<file path="src/srov_defines.vh">
// Constants and register map of the start-up residual overvoltage trip block
`ifndef SROV_DEFINES_VH
`define SROV_DEFINES_VH

// Register byte addresses
`define SROV_REG_CTRL 12'h000
`define SROV_REG_THRESH 12'h004
`define SROV_REG_DELAY 12'h008
`define SROV_REG_STATUS 12'h00c
`define SROV_REG_EVENT 12'h010
`define SROV_REG_RATED 12'h014
`define SROV_REG_MEAS 12'h018

// Control fields
`define SROV_CTRL_OPER 0
`define SROV_CTRL_STONLY 1

// Status and event fields
`define SROV_ST_GSTART 0
`define SROV_ST_GTRIP 1
`define SROV_ST_CSTART 2
`define SROV_ST_CTRIP 3
`define SROV_EV_START_ON 0
`define SROV_EV_START_OFF 1
`define SROV_EV_TRIP_ON 2
`define SROV_EV_TRIP_OFF 3

// Reset values and limits
`define SROV_THRESH_MIN 7'd2
`define SROV_THRESH_MAX 7'd60
`define SROV_THRESH_RST 7'd30
`define SROV_DELAY_MAX 16'd60000
`define SROV_DELAY_RST 16'd200
`define SROV_RATED_RST 16'h4000

// Timing: 10 MHz clock, 1 ms tick
`define SROV_CLK_HZ 10000000
`define SROV_TICK_US 1000
`define SROV_TICK_CYC (`SROV_CLK_HZ / 1000000 * `SROV_TICK_US)

// Peak-to-peak to RMS scale: 1/(2*sqrt(2)) as 0.16 fraction
`define SROV_PP2RMS 16'h5a82

`endif

</file>
<file path="src/srov_trip_top.v">
// Start-up residual overvoltage trip: APB registers and decision logic
`timescale 1ns/100ps
`include "srov_defines.vh"
module srov_trip_top #(
    parameter W = 16,
    parameter TICK_CYC = `SROV_TICK_CYC
) (
    // APB clock and reset
    input wire pclk,
    input wire presetn,
    // APB slave
    input wire psel,
    input wire penable,
    input wire pwrite,
    input wire [11:0] paddr,
    input wire [31:0] pwdata,
    output reg [31:0] prdata,
    output reg pready,
    output reg pslverr,
    // Residual voltage samples
    input wire signed [W-1:0] sample,
    input wire sample_valid,
    input wire period_end,
    // User logic
    input wire block_input,
    // Outputs
    output reg general_start_out,
    output reg general_trip_out,
    output reg event_pulse
);
    ////////////////////////////////////////////////////////////////////////////////
    reg operation_enable;
    reg start_only;
    reg [6:0] pickup_threshold_pct;
    reg [15:0] definite_delay_ms;
    reg [15:0] rated_level;
    reg [3:0] event_flags;
    wire [W-1:0] rms_equiv;
    wire rms_valid;
    wire char_start_flag;
    wire char_trip_flag;
    wire [22:0] pickup_prod;
    wire [22:0] pickup_quot;
    wire [W-1:0] pickup_level;
    wire next_start;
    wire next_trip;
    wire [3:0] ev_set;
    wire wr;
    wire rd;
    reg [31:0] next_rdata;
    reg next_err;

    function [6:0] clamp_pct;
        input [31:0] v;
        begin
            if (v[31:0] < {25'd0, `SROV_THRESH_MIN})
                clamp_pct = `SROV_THRESH_MIN;
            else if (v[31:0] > {25'd0, `SROV_THRESH_MAX})
                clamp_pct = `SROV_THRESH_MAX;
            else
                clamp_pct = v[6:0];
        end
    endfunction

    ////////////////////////////////////////////////////////////////////////////////
    // Threshold as level: rated * pct / 100
    assign pickup_prod = rated_level * pickup_threshold_pct;
    assign pickup_quot = pickup_prod / 23'd100;
    assign pickup_level = pickup_quot[W-1:0];

    srov_pp_meas #(
        .W(W),
        .WIN(W)
    ) u_meas (
        .pclk(pclk),
        .presetn(presetn),
        .sample(sample),
        .sample_valid(sample_valid),
        .period_end(period_end),
        .rms_equiv(rms_equiv),
        .rms_valid(rms_valid)
    );

    srov_char #(
        .W(W),
        .TICK_CYC(TICK_CYC)
    ) u_char (
        .pclk(pclk),
        .presetn(presetn),
        .rms_equiv(rms_equiv),
        .rms_valid(rms_valid),
        .pickup_level(pickup_level),
        .delay_ms(definite_delay_ms),
        .char_start_flag(char_start_flag),
        .char_trip_flag(char_trip_flag)
    );

    ////////////////////////////////////////////////////////////////////////////////
    // Decision logic
    assign next_start = operation_enable && !block_input && char_start_flag;
    // No latch: trip follows the flag directly
    assign next_trip = operation_enable && !block_input && !start_only && char_trip_flag;

    assign ev_set[`SROV_EV_START_ON] = next_start && !general_start_out;
    assign ev_set[`SROV_EV_START_OFF] = !next_start && general_start_out;
    assign ev_set[`SROV_EV_TRIP_ON] = next_trip && !general_trip_out;
    assign ev_set[`SROV_EV_TRIP_OFF] = !next_trip && general_trip_out;

    assign wr = psel && penable && pwrite;
    assign rd = psel && !penable && !pwrite;

    always @(posedge pclk or negedge presetn) begin
        if (!presetn) begin
            general_start_out <= 1'b0;
            general_trip_out <= 1'b0;
            event_pulse <= 1'b0;
        end else begin
            general_start_out <= next_start;
            general_trip_out <= next_trip;
            event_pulse <= |ev_set;
        end
    end

    ////////////////////////////////////////////////////////////////////////////////
    // APB registers
    always @* begin
        next_rdata = 32'h00000000;
        next_err = 1'b0;
        case (paddr)
            `SROV_REG_CTRL: next_rdata = {30'd0, start_only, operation_enable};
            `SROV_REG_THRESH: next_rdata = {25'd0, pickup_threshold_pct};
            `SROV_REG_DELAY: next_rdata = {16'd0, definite_delay_ms};
            `SROV_REG_STATUS: next_rdata = {28'd0, char_trip_flag, char_start_flag,
                                            general_trip_out, general_start_out};
            `SROV_REG_EVENT: next_rdata = {28'd0, event_flags};
            `SROV_REG_RATED: next_rdata = {16'd0, rated_level};
            `SROV_REG_MEAS: next_rdata = {{(32-W){1'b0}}, rms_equiv};
            default: next_err = 1'b1;
        endcase
    end

    always @(posedge pclk or negedge presetn) begin
        if (!presetn) begin
            operation_enable <= 1'b0;
            start_only <= 1'b0;
            pickup_threshold_pct <= `SROV_THRESH_RST;
            definite_delay_ms <= `SROV_DELAY_RST;
            rated_level <= `SROV_RATED_RST;
            event_flags <= 4'h0;
            prdata <= 32'h00000000;
            pready <= 1'b0;
            pslverr <= 1'b0;
        end else begin
            pready <= psel && !penable;
            pslverr <= psel && !penable && next_err;
            if (rd)
                prdata <= next_rdata;
            if (wr && paddr == `SROV_REG_CTRL) begin
                operation_enable <= pwdata[`SROV_CTRL_OPER];
                start_only <= pwdata[`SROV_CTRL_STONLY];
            end
            if (wr && paddr == `SROV_REG_THRESH)
                pickup_threshold_pct <= clamp_pct(pwdata);
            if (wr && paddr == `SROV_REG_DELAY)
                definite_delay_ms <= (pwdata[31:0] > {16'd0, `SROV_DELAY_MAX}) ?
                    `SROV_DELAY_MAX : pwdata[15:0];
            if (wr && paddr == `SROV_REG_RATED)
                rated_level <= pwdata[15:0];
            // Write one to clear; a new event in the same cycle wins
            if (wr && paddr == `SROV_REG_EVENT)
                event_flags <= (event_flags & ~pwdata[3:0]) | ev_set;
            else
                event_flags <= event_flags | ev_set;
        end
    end
endmodule // srov_trip_top

</file>
<file path="src/srov_pp_meas.v">
// Peak-to-peak residual voltage measurement with RMS scaling
`timescale 1ns/100ps
`include "srov_defines.vh"
module srov_pp_meas #(
    parameter W = 16,
    parameter WIN = 16
) (
    // Clock and reset
    input wire pclk,
    input wire presetn,
    // Sample stream of the fourth voltage channel
    input wire signed [W-1:0] sample,
    input wire sample_valid,
    input wire period_end,
    // Scaled result
    output reg [W-1:0] rms_equiv,
    output reg rms_valid
);
    reg signed [W-1:0] vmax;
    reg signed [W-1:0] vmin;
    reg [W-1:0] held_pp;
    reg pp_ready;
    reg first;
    wire [W:0] pp_wide;
    wire [W+15:0] prod;

    // Window spans one signal period, so the figure follows 7 to 35 Hz alike
    assign pp_wide = {vmax[W-1], vmax} - {vmin[W-1], vmin};
    assign prod = held_pp * `SROV_PP2RMS;

    always @(posedge pclk or negedge presetn) begin
        if (!presetn) begin
            vmax <= {W{1'b0}};
            vmin <= {W{1'b0}};
            held_pp <= {W{1'b0}};
            pp_ready <= 1'b0;
            first <= 1'b1;
            rms_equiv <= {W{1'b0}};
            rms_valid <= 1'b0;
        end else begin
            // Valid trails the held value by one cycle, so it meets the scaled result
            rms_valid <= pp_ready;
            pp_ready <= 1'b0;
            rms_equiv <= prod[W+15:16];
            if (sample_valid) begin
                if (first || period_end) begin
                    vmax <= sample;
                    vmin <= sample;
                    first <= 1'b0;
                end else begin
                    if (sample > vmax)
                        vmax <= sample;
                    if (sample < vmin)
                        vmin <= sample;
                end
                if (period_end && !first) begin
                    // Saturate: an input swinging beyond full scale reads full scale
                    held_pp <= pp_wide[W] ? {W{1'b1}} : pp_wide[W-1:0];
                    pp_ready <= 1'b1;
                end
            end
        end
    end
endmodule // srov_pp_meas

</file>
<file path="src/srov_char.v">
// Definite-time characteristic: start flag and delayed trip flag
`timescale 1ns/100ps
`include "srov_defines.vh"
module srov_char #(
    parameter W = 16,
    parameter TICK_CYC = `SROV_TICK_CYC
) (
    // Clock and reset
    input wire pclk,
    input wire presetn,
    // Measurement
    input wire [W-1:0] rms_equiv,
    input wire rms_valid,
    input wire [W-1:0] pickup_level,
    input wire [15:0] delay_ms,
    // Flags
    output reg char_start_flag,
    output reg char_trip_flag
);
    reg [15:0] ms_count;
    reg [23:0] tick_count;
    wire above;
    wire tick;

    assign above = rms_equiv > pickup_level;
    assign tick = (tick_count == TICK_CYC - 1);

    always @(posedge pclk or negedge presetn) begin
        if (!presetn) begin
            char_start_flag <= 1'b0;
            char_trip_flag <= 1'b0;
            ms_count <= 16'h0000;
            tick_count <= 24'h000000;
        end else if (rms_valid && !above) begin
            // Drop out on the first period below pickup
            char_start_flag <= 1'b0;
            char_trip_flag <= 1'b0;
            ms_count <= 16'h0000;
            tick_count <= 24'h000000;
        end else if (char_start_flag || (rms_valid && above)) begin
            char_start_flag <= 1'b1;
            // Timer starts at the first period measured above pickup, so the
            // measuring time adds to the delay rather than counting within it
            if (ms_count >= delay_ms)
                char_trip_flag <= 1'b1;
            if (tick) begin
                tick_count <= 24'h000000;
                if (ms_count != 16'hffff)
                    ms_count <= ms_count + 16'h0001;
            end else begin
                tick_count <= tick_count + 24'h000001;
            end
        end
    end
endmodule // srov_char

</file>
<file path="config.mk">
export PLATFORM = sky130hd
export DESIGN_NAME = srov_trip_top
export DESIGN_NICKNAME = d
export VERILOG_FILES = /design/src/srov_trip_top.v /design/src/srov_pp_meas.v /design/src/srov_char.v
export VERILOG_INCLUDE_DIRS = /design/src
export SDC_FILE = /design/constraint.sdc
export NUM_CORES = 1
export LEC_CHECK = 0
export BUFFER_PORTS_ARGS = -buffer_cell sky130_fd_sc_hd__buf_2
export CORE_MARGIN = 2
export CORE_UTILIZATION = 61
export CTS_CLUSTER_DIAMETER = 120
export DETAILED_ROUTE_END_ITERATION = 8
export MAX_ROUTING_LAYER = met4
export PLACE_DENSITY_LB_ADDON = 0.1
export SYNTH_ARGS = -nofsm -noshare
export SYNTH_HDL_FRONTEND = slang
export SYNTH_SLANG_ARGS = --single-unit
</file>
<file path="constraint.sdc">
create_clock -name pclk -period 26.1 [get_ports pclk]
set_input_delay 3.915 -clock pclk [delete_from_list [all_inputs] [get_ports pclk]]
set_output_delay 3.915 -clock pclk [all_outputs]
set_load 0.02 [all_outputs]
</file>
==> flow_summary.ini <==
[run_status]
status = completed

[layout]
final_cells = 2609
syn_to_final_growth_pct = 6.39
layout_common_cells = 224 x ha_1, 220 x inv_1, 166 x nand2_1, 165 x dfrtp_1, 128 x nor2_1
fillers = 2616
final_common_cell = ha_1
final_area_um2 = 20600
post-route-util = 0.655
drive_gt1_frac = 0.109
nets = 2596

[floorplan]
rows = 65
initial_core_util = 0.616
coreArea_um2 = 31400
die_width_um = 182
die_h_um = 182
io_pins = 105
die_area_um2 = 33100

[clock_tree]
hold_buffers = 0
clock_path_buffers = 2
path_clk_slew_ns = 0.07
cts_htree_levels = 4
post_cts_buffers = 0
cts_buffers = 17
cts_tree = yes
clockRootBuffer = clkbuf_16
post_cts_resize_count = 0
clock_latency_ns = 0.44
clock_sinks = 174

[synth]
ys_ff_latch = 174
yosys.area.top_type = dfrtp_1
ys.flop_type = dfrtp_1
netlist_top_cells_area = dfrtp_1 21%, ha_1 14%, fa_1 11%
syn_avg_cell_area_um2 = 8.98
async_flop_share = 1.00
syn-instance-count = 2153
yosys_warnings = 0
synth_edf_count = 0
ys_seq_area_frac = 0.226
ys_types = 119
yosysTopAreaCellShare = 0.213
synth_area_um2 = 19300

[place]
io_buffers = 88
placed_area_um2 = 20000
numPlacedInstances = 2576
gp_congestion = 0.908
dpl.hpwl_mm = 37.9

[setup_path]
crit_fanout = 22
r2r-start = pickup_threshold_pct[3]
crit_slowest_cell = a221oi_2
start_kind = flip-flop
slowest_delay_ns = 0.76
cp-end-kind = flip-flop
critical-path-top-delay-family = compound AO/OA/AOI/OAI gates
cp_num_buf_inv = 6
critical_path_required_ns = 26.45
critical_path_class = flip-flop to flip-flop
cp-startpoint = pickup_threshold_pct[3]
cpMostUsedCell = o21ai_0
crit_arrival_ns = 20.32
rr_worst_depth = 74
worst-path-stages = 74

[sta]
fmax_ghz = 0.0501
worst_pin_slew_ns = 1.24
hold_viol = 0
setup_violations = 0
min_period_ns = 19.96
finalClockSkew_ns = 0.0118
rsz0062_at_grt = no
fin_setup_tns_ns = 0
drv_slew = 0
finalCritPeriodShare = 0.765
max-slew-margin-rel = 0.170

[drt]
dr.pass1.iters = 5
drc = 0
ant_nets = 0
vias = 15985
avgViaCountPerCell = 6.13
drt_iter0_drc = 936
wl_mm = 47.3
routedWlPerCell_um = 18.1

[worst_hold_path]
whs_path_depth = 0
holdCritPathClass = flip-flop to flip-flop
hp-start = u_meas.pp_ready

[global_route]
grt_pass1_wl_mm = 79.1
grt_max_degree = 72
first_global_vias = 16105
grt_util_all_layers = 0.303
antenna_found_initial = 1
grt-ovfl-total = 0

[job]
maxCapViolCount = 0
[sequential cells by signal, indices dropped and copies added, names as in the netlist, 16 cells and up]
register / flops
u_meas.held_pp: 16
u_char.ms_count: 16
rated_level: 16
u_meas.vmax: 16
u_char.tick_count: 24
definite_delay_ms: 16
u_meas.vmin: 16
prdata: 16
[layout make-up]
| type | instances | area [µm²] | area share |
|---|---|---|---|
| antenna | 1 | 2.50 | 0.000122 |
| clock buffer | 21 | 450 | 0.0219 |
| clock inverter | 11 | 156 | 0.00760 |
| inverter | 223 | 837 | 0.0407 |
| multi-input combinational | 1681 | 13800 | 0.668 |
| sequential | 174 | 4370 | 0.212 |
| tap | 402 | 503 | 0.0244 |
| timing repair buffer | 96 | 507 | 0.0246 |
[worst register-to-register path: cells and delay by family (launching register included)]
family                   cells  cell delay, ns
adder cells (fa/ha/maj)      6            2.71
flip-flops                   1            0.75
AND/OR/NAND/NOR             24            5.38
AO/OA/AOI/OAI               35            9.17
buffers and inverters        6            0.81
multiplexers                 3            1.04
[metrics by stage]
stage	hold WS, ns	setup WS (ns)
after CTS	0.358	6.39
after global placement	0.339	6.90
final	0.359	6.14
after floorplan	0.331	9.86
after detailed placement	0.344	6.49
after global routing	0.365	4.42
[synth_stat cells, types with 32 or more instances]
cell and instances:
nand2_1 166, a21o_1 47, inv_1 220, o21ai_0 95, ha_1 224, nand3_1 33
xor2_1 36, fa_1 111, clkbuf_1 44, xnor2_1 48, nor2b_1 32, dfrtp_1 165
and2_1 106, nor3_1 38, mux2_2 34, nor2_1 128, a21oi_1 106
[logic make-up (layout without fill, tap and decap cells)]
family,Yosys count,after routing,synth area share
AO/OA/AOI/OAI,521,521,0.197
XOR/XNOR,86,86,0.0397
adder cells (fa/ha/maj),336,336,0.260
buffers and inverters,313,351,0.0663
flip-flops,174,174,0.226
multiplexers,46,46,0.0283
other,1,17,0.000194
AND/OR/NAND/NOR,676,676,0.182
[layer usage]
layer  global-route usage  share of wire  wire length [µm]  vias up
li1                     -              -                 -     7683
met1                0.391           0.44             20900     7793
met2                0.502           0.48             22900      433
met3               0.0319          0.046              2160       76
met4                0.104          0.027              1290        0
met5                    -              0                 0        -
[worst paths after layout]
| path | end | slack [ns] |
|---|---|---|
| setup / recovery | u_char.ms_count[15] | 6.14 |
| hold / removal | u_meas.rms_valid | 0.36 |
| setup reg to reg | u_char.ms_count[15] | 6.14 |
| hold reg to reg | u_meas.rms_valid | 0.36 |
| max in group asynchronous | u_meas.rms_equiv[9] | 21.51 |
| min in group asynchronous | u_meas.vmax[2] | 3.36 |
Power is left out: the tool's default activity adds up to more than one toggle a clock period on the data nets, which glitch-free logic cannot reach.
